===== config.mk =====
export PLATFORM = sky130hd
export DESIGN_NAME = ssp_top
export DESIGN_NICKNAME = d
export VERILOG_FILES = /design/src/include/ssp_pkg.sv /design/src/rtl/ssp_rx_fifo.sv /design/src/rtl/ssp_pin_sync.sv /design/src/rtl/ssp_top.sv
export VERILOG_INCLUDE_DIRS = /design/src /design/src/include
export SDC_FILE = /design/constraint.sdc
export NUM_CORES = 1
export LEC_CHECK = 0
export ABC_AREA = 1
export BUFFER_PORTS_ARGS = -buffer_cell sky130_fd_sc_hd__buf_2
export CAP_MARGIN = 20
export CORE_MARGIN = 2
export CORE_UTILIZATION = 40
export CTS_CLUSTER_SIZE = 40
export DETAILED_ROUTE_END_ITERATION = 8
export MAX_ROUTING_LAYER = met4
export PLACE_DENSITY_LB_ADDON = 0.05
export SKIP_CTS_REPAIR_TIMING = 1
export SLEW_MARGIN = 10
export SYNTH_ARGS = -nofsm -noshare
export SYNTH_HDL_FRONTEND = slang
export SYNTH_HIERARCHICAL = 1
export SYNTH_SLANG_ARGS = --single-unit

===== constraint.sdc =====
create_clock -name aclk -period 4 [get_ports aclk]
set_input_delay 0.8 -clock aclk [delete_from_list [all_inputs] [get_ports aclk]]
set_output_delay 0.8 -clock aclk [all_outputs]
set_load 0.03 [all_outputs]

===== src/include/ssp_cfg.svh =====
// register map, field positions, reset values and bit constants
`ifndef SSP_CFG_SVH
`define SSP_CFG_SVH
`define SSP_OFF_RCV_CTRL 8'h00
`define SSP_OFF_XMT_CTRL 8'h04
`define SSP_OFF_RATE 8'h08
`define SSP_OFF_RCV_DATA 8'h0C
`define SSP_OFF_XMT_DATA 8'h10
`define SSP_OFF_IRQ_FLAG 8'h14
`define SSP_OFF_IRQ_EN 8'h18
// receive_status_control fields
`define SSP_RC_PORT_EN 7
`define SSP_RC_NINTH_EN 6
`define SSP_RC_SINGLE_EN 5
`define SSP_RC_CONT_EN 4
`define SSP_RC_OVERRUN 1
`define SSP_RC_NINTH_BIT 0
// transmit_status_control fields
`define SSP_TC_CLK_MASTER 7
`define SSP_TC_NINTH_EN 6
`define SSP_TC_XMT_EN 5
`define SSP_TC_SYNC 4
`define SSP_TC_SHIFT_IDLE 1
`define SSP_TC_SEND_NINTH 0
// rate_control fields
`define SSP_RT_RCV_IDLE 6
`define SSP_RT_CLK_POL 4
// flag and enable fields
`define SSP_IF_RCV 5
`define SSP_IF_XMT 4
`define SSP_IE_PERIPH 7
`define SSP_RESET_BYTE 8'h00
`define SSP_RESET_XMT_CTRL 8'h02
`define SSP_BIT_CNT_W 4
`define SSP_WORD_8 4'h8
`define SSP_WORD_9 4'h9
`define SSP_FIFO_DEPTH 2
`define SSP_RESP_OKAY 2'b00
`define SSP_RESP_SLVERR 2'b10
`endif


===== src/include/ssp_pkg.sv =====
// types shared by the synchronous slave serial port
package ssp_pkg;
   typedef enum logic [1:0] {
      ssp_dir_off,
      ssp_dir_rcv,
      ssp_dir_xmt
   } ssp_dir_type;
   typedef logic [8:0] ssp_word_type;
endpackage : ssp_pkg


===== src/rtl/ssp_rx_fifo.sv =====
// small receive fifo, registered read data
`include "ssp_cfg.svh"
module ssp_rx_fifo
   import ssp_pkg::*;
#(
   parameter int DEPTH = `SSP_FIFO_DEPTH
)
(
   input wire logic aclk,
   input wire logic aresetn,
   input wire logic clken,
   input wire logic flush,
   input wire logic push,
   input wire ssp_word_type push_data,
   input wire logic pop,
   output logic full,
   output logic empty,
   output ssp_word_type head_ff
);
   localparam int AW = (DEPTH > 1) ? $clog2(DEPTH) : 1;
   ssp_word_type mem_ff [DEPTH];
   logic [AW-1:0] wr_ff;
   logic [AW-1:0] rd_ff;
   logic [AW:0] cnt_ff;
   logic do_push;
   logic do_pop;

   function automatic logic [AW-1:0] ptr_inc(input logic [AW-1:0] p);
      ptr_inc = (p == AW'(DEPTH - 1)) ? '0 : p + AW'(1);
   endfunction : ptr_inc

   assign full = (cnt_ff == (AW+1)'(DEPTH));
   assign empty = (cnt_ff == '0);
   assign do_push = push && !full;
   assign do_pop = pop && !empty;

   always_ff @(posedge aclk)
   begin
      if (clken && do_push)
      begin
         mem_ff[wr_ff] <= push_data;
      end
   end

   always_ff @(posedge aclk)
   begin
      if (!aresetn || (clken && flush))
      begin
         wr_ff <= '0;
         rd_ff <= '0;
         cnt_ff <= '0;
      end
      else if (clken)
      begin
         if (do_push)
         begin
            wr_ff <= ptr_inc(wr_ff);
         end
         if (do_pop)
         begin
            rd_ff <= ptr_inc(rd_ff);
         end
         cnt_ff <= cnt_ff + (AW+1)'(do_push) - (AW+1)'(do_pop);
      end
   end

   // registered head: reflects the oldest entry one cycle later
   always_ff @(posedge aclk)
   begin
      if (!aresetn)
      begin
         head_ff <= '0;
      end
      else if (clken)
      begin
         head_ff <= (cnt_ff == '0) ? '0 : mem_ff[rd_ff];
      end
   end
endmodule : ssp_rx_fifo


===== src/rtl/ssp_pin_sync.sv =====
// two-flop synchroniser for pin inputs
module ssp_pin_sync
   import ssp_pkg::*;
#(
   parameter int WIDTH = 2
)
(
   input wire logic aclk,
   input wire logic aresetn,
   input wire logic clken,
   input wire logic [WIDTH-1:0] pin_async,
   output logic [WIDTH-1:0] pin_sync_ff
);
   logic [WIDTH-1:0] meta_ff;

   // frozen with all other state: a pin level that changed meanwhile
   // shows up as one edge on restart
   always_ff @(posedge aclk)
   begin
      if (!aresetn)
      begin
         meta_ff <= '0;
         pin_sync_ff <= '0;
      end
      else if (clken)
      begin
         meta_ff <= pin_async;
         pin_sync_ff <= meta_ff;
      end
   end
endmodule : ssp_pin_sync


===== src/rtl/ssp_top.sv =====
// synchronous slave serial port with axi4-lite register access
`include "ssp_cfg.svh"
module ssp_top
   import ssp_pkg::*;
(
   input wire logic aclk,
   input wire logic aresetn,
   input wire logic clken,
   input wire logic [7:0] s_axi_awaddr,
   input wire logic s_axi_awvalid,
   output logic s_axi_awready,
   input wire logic [31:0] s_axi_wdata,
   input wire logic [3:0] s_axi_wstrb,
   input wire logic s_axi_wvalid,
   output logic s_axi_wready,
   output logic [1:0] s_axi_bresp,
   output logic s_axi_bvalid,
   input wire logic s_axi_bready,
   input wire logic [7:0] s_axi_araddr,
   input wire logic s_axi_arvalid,
   output logic s_axi_arready,
   output logic [31:0] s_axi_rdata,
   output logic [1:0] s_axi_rresp,
   output logic s_axi_rvalid,
   input wire logic s_axi_rready,
   input wire logic transmit_or_clk_pin_i,
   input wire logic receive_or_data_pin_i,
   output logic receive_or_data_pin_o,
   output logic receive_or_data_pin_oe,
   output logic wake_ff
);
   ///////////////////////////////////////////////////////////////////////////
   logic [7:0] rcv_ctrl_ff;
   logic [7:0] xmt_ctrl_ff;
   logic [7:0] rate_ff;
   logic [7:0] irq_en_ff;
   logic [7:0] xmt_buf_ff;
   logic xmt_buf_ninth_ff;
   logic xmt_buf_full_ff;
   logic [8:0] xmt_shift_ff;
   logic [`SSP_BIT_CNT_W-1:0] xmt_cnt_ff;
   logic [8:0] rcv_shift_ff;
   logic [`SSP_BIT_CNT_W-1:0] rcv_cnt_ff;
   logic overrun_ff;
   logic rcv_ninth_ff;
   logic ck_last_ff;
   logic [1:0] pin_s;
   logic ck_edge;
   logic slave_mode;
   ssp_dir_type dir;
   logic [`SSP_BIT_CNT_W-1:0] word_len;
   logic rcv_word_done;
   logic fifo_full;
   logic fifo_empty;
   ssp_word_type fifo_head;
   logic fifo_pop;
   logic fifo_flush;
   logic aw_ok;
   logic ar_ok;
   logic [7:0] rd_byte;

   function automatic logic [7:0] reg_sel(input logic [7:0] a);
      reg_sel = {a[7:2], 2'b00};
   endfunction : reg_sel

   ssp_pin_sync #(.WIDTH(2)) u_sync
   (
      .aclk(aclk),
      .aresetn(aresetn),
      .clken(clken),
      .pin_async({transmit_or_clk_pin_i, receive_or_data_pin_i}),
      .pin_sync_ff(pin_s)
   );

   ///////////////////////////////////////////////////////////////////////////
   // mode decode
   // slave select
   assign slave_mode = rcv_ctrl_ff[`SSP_RC_PORT_EN]
      && xmt_ctrl_ff[`SSP_TC_SYNC] && !xmt_ctrl_ff[`SSP_TC_CLK_MASTER];

   // single enable is only a direction hint
   always_comb
   begin
      dir = ssp_dir_off;
      if (slave_mode)
      begin
         if (!rcv_ctrl_ff[`SSP_RC_CONT_EN]
            && !rcv_ctrl_ff[`SSP_RC_SINGLE_EN])
         begin
            dir = ssp_dir_xmt;
         end
         else
         begin
            dir = ssp_dir_rcv;
         end
      end
   end

   assign word_len = rcv_ctrl_ff[`SSP_RC_NINTH_EN] ? `SSP_WORD_9
      : `SSP_WORD_8;

   // active edge of external clock, polarity selectable
   assign ck_edge = (pin_s[1] != ck_last_ff)
      && (pin_s[1] == !rate_ff[`SSP_RT_CLK_POL]);

   always_ff @(posedge aclk)
   begin
      if (!aresetn)
      begin
         ck_last_ff <= 1'b0;
      end
      else if (clken)
      begin
         ck_last_ff <= pin_s[1];
      end
   end

   ///////////////////////////////////////////////////////////////////////////
   // receive shifter
   // receive armed only by continuous enable
   // lsb first into top of shifter
   always_ff @(posedge aclk)
   begin
      if (!aresetn || (clken && dir != ssp_dir_rcv)
         || (clken && !rcv_ctrl_ff[`SSP_RC_CONT_EN]))
      begin
         rcv_shift_ff <= '0;
         rcv_cnt_ff <= '0;
      end
      else if (clken && ck_edge)
      begin
         rcv_shift_ff <= {pin_s[0], rcv_shift_ff[8:1]};
         rcv_cnt_ff <= rcv_word_done ? '0
            : rcv_cnt_ff + `SSP_BIT_CNT_W'(1);
      end
   end

   assign rcv_word_done = ck_edge && dir == ssp_dir_rcv
      && rcv_ctrl_ff[`SSP_RC_CONT_EN]
      && (rcv_cnt_ff == word_len - `SSP_BIT_CNT_W'(1));

   logic [8:0] rcv_word;
   always_comb
   begin
      rcv_word = {pin_s[0], rcv_shift_ff[8:1]};
      if (!rcv_ctrl_ff[`SSP_RC_NINTH_EN])
      begin
         rcv_word = {1'b0, pin_s[0], rcv_shift_ff[8:2]};
      end
   end

   // port disable or receive disable clears fifo and overrun
   assign fifo_flush = !rcv_ctrl_ff[`SSP_RC_PORT_EN]
      || !rcv_ctrl_ff[`SSP_RC_CONT_EN];

   ssp_rx_fifo #(.DEPTH(`SSP_FIFO_DEPTH)) u_fifo
   (
      .aclk(aclk),
      .aresetn(aresetn),
      .clken(clken),
      .flush(fifo_flush),
      .push(rcv_word_done && !overrun_ff),
      .push_data(rcv_word),
      .pop(fifo_pop),
      .full(fifo_full),
      .empty(fifo_empty),
      .head_ff(fifo_head)
   );

   always_ff @(posedge aclk)
   begin
      if (!aresetn)
      begin
         overrun_ff <= 1'b0;
      end
      else if (clken)
      begin
         if (rcv_word_done && fifo_full)
         begin
            overrun_ff <= 1'b1;
         end
         else if (fifo_flush)
         begin
            overrun_ff <= 1'b0;
         end
      end
   end

   ///////////////////////////////////////////////////////////////////////////
   // transmit side
   logic xmt_shift_busy;
   logic xmt_load;
   logic xmt_write;
   assign xmt_shift_busy = (xmt_cnt_ff != '0);
   assign xmt_write = aw_ok
      && reg_sel(s_axi_awaddr) == `SSP_OFF_XMT_DATA && s_axi_wstrb[0];
   // empty shifter takes the pending byte
   assign xmt_load = xmt_buf_full_ff && !xmt_shift_busy
      && dir == ssp_dir_xmt && xmt_ctrl_ff[`SSP_TC_XMT_EN];

   // write fills buffer, clears empty flag
   always_ff @(posedge aclk)
   begin
      if (!aresetn || (clken && !rcv_ctrl_ff[`SSP_RC_PORT_EN]))
      begin
         xmt_buf_ff <= '0;
         xmt_buf_ninth_ff <= 1'b0;
         xmt_buf_full_ff <= 1'b0;
      end
      else if (clken)
      begin
         if (xmt_write)
         begin
            xmt_buf_ff <= s_axi_wdata[7:0];
            xmt_buf_ninth_ff <= xmt_ctrl_ff[`SSP_TC_SEND_NINTH];
            xmt_buf_full_ff <= 1'b1;
         end
         else if (xmt_load)
         begin
            xmt_buf_full_ff <= 1'b0;
         end
      end
   end

   // shift out on external clock edges
   always_ff @(posedge aclk)
   begin
      if (!aresetn || (clken && dir != ssp_dir_xmt))
      begin
         xmt_shift_ff <= '0;
         xmt_cnt_ff <= '0;
      end
      else if (clken)
      begin
         if (xmt_load)
         begin
            xmt_shift_ff <= {xmt_buf_ninth_ff, xmt_buf_ff};
            xmt_cnt_ff <= xmt_ctrl_ff[`SSP_TC_NINTH_EN] ? `SSP_WORD_9
               : `SSP_WORD_8;
         end
         else if (ck_edge && xmt_shift_busy)
         begin
            xmt_shift_ff <= {1'b0, xmt_shift_ff[8:1]};
            xmt_cnt_ff <= xmt_cnt_ff - `SSP_BIT_CNT_W'(1);
         end
      end
   end

   // data pin driven only in transmit direction
   always_ff @(posedge aclk)
   begin
      if (!aresetn)
      begin
         receive_or_data_pin_o <= 1'b0;
         receive_or_data_pin_oe <= 1'b0;
      end
      else if (clken)
      begin
         receive_or_data_pin_o <= xmt_shift_ff[0];
         receive_or_data_pin_oe <= dir == ssp_dir_xmt
            && xmt_ctrl_ff[`SSP_TC_XMT_EN];
      end
   end

   ///////////////////////////////////////////////////////////////////////////
   // flags and wake
   logic rcv_flag;
   logic xmt_flag;
   assign rcv_flag = !fifo_empty;
   assign xmt_flag = !xmt_buf_full_ff;

   // wake follows enabled events in slave mode
   always_ff @(posedge aclk)
   begin
      if (!aresetn)
      begin
         wake_ff <= 1'b0;
      end
      else if (clken)
      begin
         wake_ff <= irq_en_ff[`SSP_IE_PERIPH] && slave_mode
            && ((rcv_flag && irq_en_ff[`SSP_IF_RCV])
            || (xmt_flag && irq_en_ff[`SSP_IF_XMT]
            && xmt_ctrl_ff[`SSP_TC_XMT_EN]));
      end
   end

   ///////////////////////////////////////////////////////////////////////////
   // axi4-lite write
   assign aw_ok = clken && s_axi_awvalid && s_axi_wvalid && !s_axi_bvalid;

   always_ff @(posedge aclk)
   begin
      if (!aresetn)
      begin
         rcv_ctrl_ff <= `SSP_RESET_BYTE;
         xmt_ctrl_ff <= `SSP_RESET_BYTE;
         rate_ff <= `SSP_RESET_BYTE;
         irq_en_ff <= `SSP_RESET_BYTE;
      end
      else if (aw_ok && s_axi_wstrb[0])
      begin
         case (reg_sel(s_axi_awaddr))
            `SSP_OFF_RCV_CTRL: rcv_ctrl_ff <= s_axi_wdata[7:0];
            `SSP_OFF_XMT_CTRL: xmt_ctrl_ff <= s_axi_wdata[7:0];
            `SSP_OFF_RATE: rate_ff <= s_axi_wdata[7:0];
            `SSP_OFF_IRQ_EN: irq_en_ff <= s_axi_wdata[7:0];
            default: ;
         endcase
      end
   end

   always_ff @(posedge aclk)
   begin
      if (!aresetn)
      begin
         s_axi_awready <= 1'b0;
         s_axi_wready <= 1'b0;
         s_axi_bvalid <= 1'b0;
         s_axi_bresp <= `SSP_RESP_OKAY;
      end
      else if (clken)
      begin
         s_axi_awready <= aw_ok && !s_axi_awready;
         s_axi_wready <= aw_ok && !s_axi_awready;
         if (aw_ok && !s_axi_awready)
         begin
            s_axi_bvalid <= 1'b1;
            s_axi_bresp <= (reg_sel(s_axi_awaddr) > `SSP_OFF_IRQ_EN
               || reg_sel(s_axi_awaddr) == `SSP_OFF_RCV_DATA
               || reg_sel(s_axi_awaddr) == `SSP_OFF_IRQ_FLAG)
               ? `SSP_RESP_SLVERR : `SSP_RESP_OKAY;
         end
         else if (s_axi_bready)
         begin
            s_axi_bvalid <= 1'b0;
         end
      end
   end

   ///////////////////////////////////////////////////////////////////////////
   // axi4-lite read
   assign ar_ok = clken && s_axi_arvalid && !s_axi_rvalid && !s_axi_arready;
   assign fifo_pop = ar_ok
      && reg_sel(s_axi_araddr) == `SSP_OFF_RCV_DATA;

   always_comb
   begin
      rd_byte = rcv_ctrl_ff;
      case (reg_sel(s_axi_araddr))
         `SSP_OFF_RCV_CTRL:
         begin
            // ninth bit and overrun in status
            rd_byte = rcv_ctrl_ff;
            rd_byte[`SSP_RC_OVERRUN] = overrun_ff;
            rd_byte[`SSP_RC_NINTH_BIT] = fifo_head[8];
         end
         `SSP_OFF_XMT_CTRL:
         begin
            rd_byte = xmt_ctrl_ff;
            rd_byte[`SSP_TC_SHIFT_IDLE] = !xmt_shift_busy;
         end
         `SSP_OFF_RATE:
         begin
            rd_byte = rate_ff;
            rd_byte[`SSP_RT_RCV_IDLE] = !(dir == ssp_dir_rcv);
         end
         `SSP_OFF_RCV_DATA: rd_byte = fifo_head[7:0];
         `SSP_OFF_IRQ_FLAG:
         begin
            rd_byte = `SSP_RESET_BYTE;
            rd_byte[`SSP_IF_RCV] = rcv_flag;
            rd_byte[`SSP_IF_XMT] = xmt_flag;
         end
         `SSP_OFF_IRQ_EN: rd_byte = irq_en_ff;
         default: rd_byte = `SSP_RESET_BYTE;
      endcase
   end

   always_ff @(posedge aclk)
   begin
      if (!aresetn)
      begin
         s_axi_arready <= 1'b0;
         s_axi_rvalid <= 1'b0;
         s_axi_rdata <= '0;
         s_axi_rresp <= `SSP_RESP_OKAY;
      end
      else if (clken)
      begin
         s_axi_arready <= ar_ok;
         if (ar_ok)
         begin
            s_axi_rvalid <= 1'b1;
            s_axi_rdata <= {24'h00_0000, rd_byte};
            s_axi_rresp <= (reg_sel(s_axi_araddr) > `SSP_OFF_IRQ_EN
               || reg_sel(s_axi_araddr) == `SSP_OFF_XMT_DATA)
               ? `SSP_RESP_SLVERR : `SSP_RESP_OKAY;
         end
         else if (s_axi_rready)
         begin
            s_axi_rvalid <= 1'b0;
         end
      end
   end

   ///////////////////////////////////////////////////////////////////////////
   // checks
   overrun_hold_a: assert property (@(posedge aclk) disable iff (!aresetn)
      overrun_ff && clken && !fifo_flush |=> overrun_ff)
      else $error("overrun lost while enabled");
   xmt_write_a: assert property (@(posedge aclk) disable iff (!aresetn)
      xmt_write && rcv_ctrl_ff[`SSP_RC_PORT_EN] |=> !xmt_flag)
      else $error("buffer write left empty flag set");
   dir_xmt_a: assert property (@(posedge aclk) disable iff (!aresetn)
      clken && slave_mode && !rcv_ctrl_ff[`SSP_RC_CONT_EN]
      && !rcv_ctrl_ff[`SSP_RC_SINGLE_EN]
      && xmt_ctrl_ff[`SSP_TC_XMT_EN] |=> receive_or_data_pin_oe)
      else $error("data pin not driven in transmit direction");
   rcv_edge_a: assert property (@(posedge aclk) disable iff (!aresetn)
      clken && !ck_edge && dir == ssp_dir_rcv
      && rcv_ctrl_ff[`SSP_RC_CONT_EN] |=> $stable(rcv_cnt_ff))
      else $error("receive shifter moved without clock");
   rcv_done_a: assert property (@(posedge aclk) disable iff (!aresetn)
      rcv_word_done && clken && !fifo_full && !overrun_ff |=> rcv_flag)
      else $error("done flag not set");
   wake_gate_a: assert property (@(posedge aclk) disable iff (!aresetn)
      !irq_en_ff[`SSP_IE_PERIPH] ##1 !irq_en_ff[`SSP_IE_PERIPH] |-> !wake_ff)
      else $error("wake without enable");
   pin_drive_a: assert property (@(posedge aclk) disable iff (!aresetn)
      clken && dir != ssp_dir_xmt |=> !receive_or_data_pin_oe)
      else $error("data pin driven while receiving");
   xmt_load_a: assert property (@(posedge aclk) disable iff (!aresetn)
      xmt_load && clken && !xmt_write |=> xmt_flag && xmt_shift_busy)
      else $error("shifter load failed");
   rcv_word_c: cover property (@(posedge aclk) rcv_word_done);
   xmt_load_c: cover property (@(posedge aclk) xmt_load);
   overrun_c: cover property (@(posedge aclk) overrun_ff);
endmodule : ssp_top


==> results.txt <==
----------------------------------------------------
[Clock network]
  TritonCTS clock tree ... yes
  CTS sink count ... 118
  CTS H-Tree Depth ... 4
  Number of buffers added by the clock tree synthesis step ... 17
  Maximum buffer depth of the clock tree ... 2
  Clock root buffer master ... sky130_fd_sc_hd__clkbuf_16
  Clock insertion delay at the later pin of the skew report ... 0.42 ns
  Clock slew at reported path FFs ... 0.05 ns

[Floorplanning]
  Initial Utilization ... 40.5%
  Area of the die ... 14900 sq um
  Area of the core ... 13800 sq um
  Horiz. Die Dim ... 122 um
  Die Height ... 122 um
  Number of placed I/O pins ... 106
  Site Rows ... 43

[Global route]
  Global-route usage over all layers ... 20.2%
  Via count of the first global-routing pass ... about 4300
  Initial antenna violation count ... 0
  Global-route wire length before repair ... 22.3 mm
  Met2 Track Usage GR ... ~29%
  Met1 Usage GRT ... ~28%
  Global-route track usage on met3 ... 4.63%
  Busiest grt layer ... met2
  Largest net degree at the start of global routing ... 42
  Congestion Overflow GR ... 0

[Synth]
  Cell Area, Synth ... between 5000 and 6000 sq um
  Share of synthesized area occupied by flip-flops and latches ... 45.6%
  Synth warnings ... 6
  Syn Inst Count ... 726
  Yosys cell types ... 39
  Mean Syn Cell Area ... 7.68 sq um
  #FFs+latches synth ... 118

[STA]
  Total negative slack ... 0 ns
  Final-report setup violation count ... 0
  Worst Tran Pin Value ... 0.792 ns
  Count of endpoints failing hold in the final timing report ... 0
  Max Clock Skew ... 0.0155 ns
  Period Utilization, post-route ... 71.3%
  Slew margin rel. ... 47.0%
  Setup repair after global routing missed its margin ... false
  Hold slack ... around 0.46 ns
  Final Max Tran Viols ... 0
  Final critical delay including setup and external delays ... 2.85 ns
  Highest achievable clock rate ... 351 MHz

[Layout]
  Signed area change from the synthesized netlist to the final layout ... 15.0%
  Post-layout net count ... 834
  Final-layout fill cell count ... 1410
  Sequential cell area ... 2540 sq um
  Area occupied by multi-input gates ... 2510 sq um
  Share of cells above drive strength 1 ... 15.5%

[Power and ir drop]
  Maximum resistive drop on vdd ... 0.000232 V
  Total Power Consumption ... 2880 uW
  P per Cell Area ... 449 nW/um^2
  Leakage ... 0.00253 uW

[Run status]
  Outcome ... finished clean

[Drt]
  Total detailed-routing wirelength ... 14.0 mm
  Number of violations reported at the end of detailed-routing iteration 0 ... 501
  Number of DRC violations after detailed routing ... 0
  Via-per-instance ratio ... 5.00
  Iteration count of the initial detailed-routing pass ... 5
  Final antenna-violating net count ... 0
  Routed length per placed instance ... 14.5 um
  Total via count in the routed design ... 4813

[Setup path]
  Worst path required time ... ~4.4 ns
  Crit Path Max Fanout ... 12
  Critical path launch point type ... input port
  WS Path Type ... input port to flop
  Capturing element type of the critical path ... flop
  Arrival time at the worst endpoint ... 3.20 ns

[Place]
  Count of buffers inserted at the top-level ports ... between 40 and 50
  Placer congestion estimate ... roughly 0.87
  Detailed placement HPWL ... 10.1 mm

[Min path]
  Worst Hold Class ... flop to flop

[Job]
  Number of max-cap violations ... 0

----------------------------------------------------
sequential cells by signal, indices dropped and copies added, names as in the netlist, 2 cells and up, named ones only:
register            cells
rcv_shift_ff            8
u_fifo/mem_ff          18
xmt_buf_ff              8
irq_en_ff               8
xmt_ctrl_ff             7
s_axi_rdata             8
u_fifo/head_ff          9
u_sync/meta_ff          2
xmt_cnt_ff              4
rcv_ctrl_ff             6
u_sync/pin_sync_ff      2
rcv_cnt_ff              4
rate_ff                 7
xmt_shift_ff            9
u_fifo/cnt_ff           2
where the power goes:
| part | total, uW | internal [uW] | switching (uW) |
|---|---|---|---|
| logic | 172 | 36.4 | 136 |
| registers | 1220 | 1210 | 7.45 |
| clock network | 1490 | 966 | 521 |
synthesized netlist by cell type:
master,n,share of area [%]
sky130_fd_sc_hd__nand3_4,1,0.31
sky130_fd_sc_hd__o21ai_1,2,0.18
sky130_fd_sc_hd__nand2_2,5,0.56
sky130_fd_sc_hd__and3_1,1,0.11
sky130_fd_sc_hd__a32o_1,1,0.18
sky130_fd_sc_hd__or3_1,1,0.11
sky130_fd_sc_hd__nand4_1,22,2.5
sky130_fd_sc_hd__conb_1,1,0.067
sky130_fd_sc_hd__nand3_1,58,5.2
sky130_fd_sc_hd__xor2_1,2,0.31
sky130_fd_sc_hd__dfxtp_1,100,36
sky130_fd_sc_hd__mux2_2,9,1.8
sky130_fd_sc_hd__inv_1,63,4.2
sky130_fd_sc_hd__nor2_1,68,4.6
sky130_fd_sc_hd__a31oi_1,2,0.22
sky130_fd_sc_hd__clkbuf_1,13,0.87
sky130_fd_sc_hd__nor3_1,2,0.18
sky130_fd_sc_hd__a211oi_1,8,1.1
sky130_fd_sc_hd__inv_2,5,0.34
sky130_fd_sc_hd__a21oi_1,73,6.5
sky130_fd_sc_hd__buf_4,30,4.0
sky130_fd_sc_hd__nor3_2,2,0.36
sky130_fd_sc_hd__nor2_4,3,0.61
sky130_fd_sc_hd__or2_2,3,0.34
sky130_fd_sc_hd__buf_6,4,0.81
sky130_fd_sc_hd__nor4_4,1,0.38
sky130_fd_sc_hd__nor2_8,2,0.72
sky130_fd_sc_hd__nor2_2,4,0.45
sky130_fd_sc_hd__buf_2,7,0.63
sky130_fd_sc_hd__o21bai_1,1,0.13
sky130_fd_sc_hd__nand2_1,143,9.6
sky130_fd_sc_hd__clkinv_1,3,0.20
sky130_fd_sc_hd__edfxtp_1,18,9.7
sky130_fd_sc_hd__o21a_1,2,0.27
sky130_fd_sc_hd__o211ai_1,1,0.13
sky130_fd_sc_hd__nand2_4,1,0.20
sky130_fd_sc_hd__o21ai_0,60,5.4
sky130_fd_sc_hd__nor4_1,1,0.11
sky130_fd_sc_hd__ha_1,3,0.67
metrics by stage:
stage                     setup slack [ns]  area (sq um)  std cells  utilization (%)
after floorplan                       1.36          5670        751                -
after global placement               0.910          5820        930             42.3
after detailed placement             0.802          5820        930             42.3
after CTS                             1.22          6410        962             46.6
after global routing                 0.912          6410        962             46.6
final                                 1.15          6420        963             46.6
kinds of logic after synthesis:
| group | count (synthesis) | share of synthesized area, % |
|---|---|---|
| AOI/OAI and AO/OA | 150 | 14.1 |
| xor gates and xnor gates | 2 | 0.314 |
| adders and majority gates | 3 | 0.673 |
| buffers and inverters | 125 | 11.1 |
| DFF | 118 | 45.6 |
| muxes | 9 | 1.82 |
| other | 1 | 0.0672 |
| and+or+nand+nor | 318 | 26.3 |
layer usage:
metal	up-vias	part of all wire, %
li1	2462	-
met1	2205	50
met2	135	45
met3	11	4.2
met4	0	1.1
met5	-	0
critical path, stage by stage:
cell and delay [ns]:
sky130_fd_sc_hd__buf_2 0.14, sky130_fd_sc_hd__and3_1 0.37, sky130_fd_sc_hd__inv_1 0.27, sky130_fd_sc_hd__nor4_1 0.60, sky130_fd_sc_hd__inv_1 0.15, sky130_fd_sc_hd__nor2_2 0.17, sky130_fd_sc_hd__nand2_2 0.07, sky130_fd_sc_hd__nand2_1 0.07
sky130_fd_sc_hd__ha_1 0.17, sky130_fd_sc_hd__inv_1 0.06, sky130_fd_sc_hd__nand2_2 0.06, sky130_fd_sc_hd__nand3_1 0.06, sky130_fd_sc_hd__nand2_1 0.07, sky130_fd_sc_hd__inv_1 0.04, sky130_fd_sc_hd__nor2_1 0.09
cell type report:
type | count | area share, %
flip-flops and latches | 118 | 39.6
multi-input cells | 508 | 39.1
clock buffers | 24 | 8.15
repair buffers | 53 | 4.33
inverters | 71 | 4.15
well taps | 180 | 3.51
clock inverters | 8 | 1.05
diodes | 1 | 0.0390
layout by cell type (no fill, tap or decap), types with 22 or more instances in the layout:
cell	count
sky130_fd_sc_hd__a21oi_1	73
sky130_fd_sc_hd__dfxtp_1	100
sky130_fd_sc_hd__o21ai_0	60
sky130_fd_sc_hd__nor2_1	67
sky130_fd_sc_hd__buf_2	48
sky130_fd_sc_hd__conb_1	26
sky130_fd_sc_hd__nand4_1	22
sky130_fd_sc_hd__nand2_1	143
sky130_fd_sc_hd__nand3_1	58
sky130_fd_sc_hd__inv_1	63
path summary, 6_finish.rpt:
kind             startpoint          endpoint  slack, ns  cells after the start
min reg2reg  rcv_ctrl_ff[5]    rcv_ctrl_ff[5]       0.46                      2
min          rcv_ctrl_ff[5]    rcv_ctrl_ff[5]       0.46                      2
max                   clken  u_fifo/cnt_ff[1]       1.15                     15
max reg2reg    s_axi_rvalid  u_fifo/cnt_ff[1]       1.30                     15
Note: power is estimated with default switching activity, not from simulation.
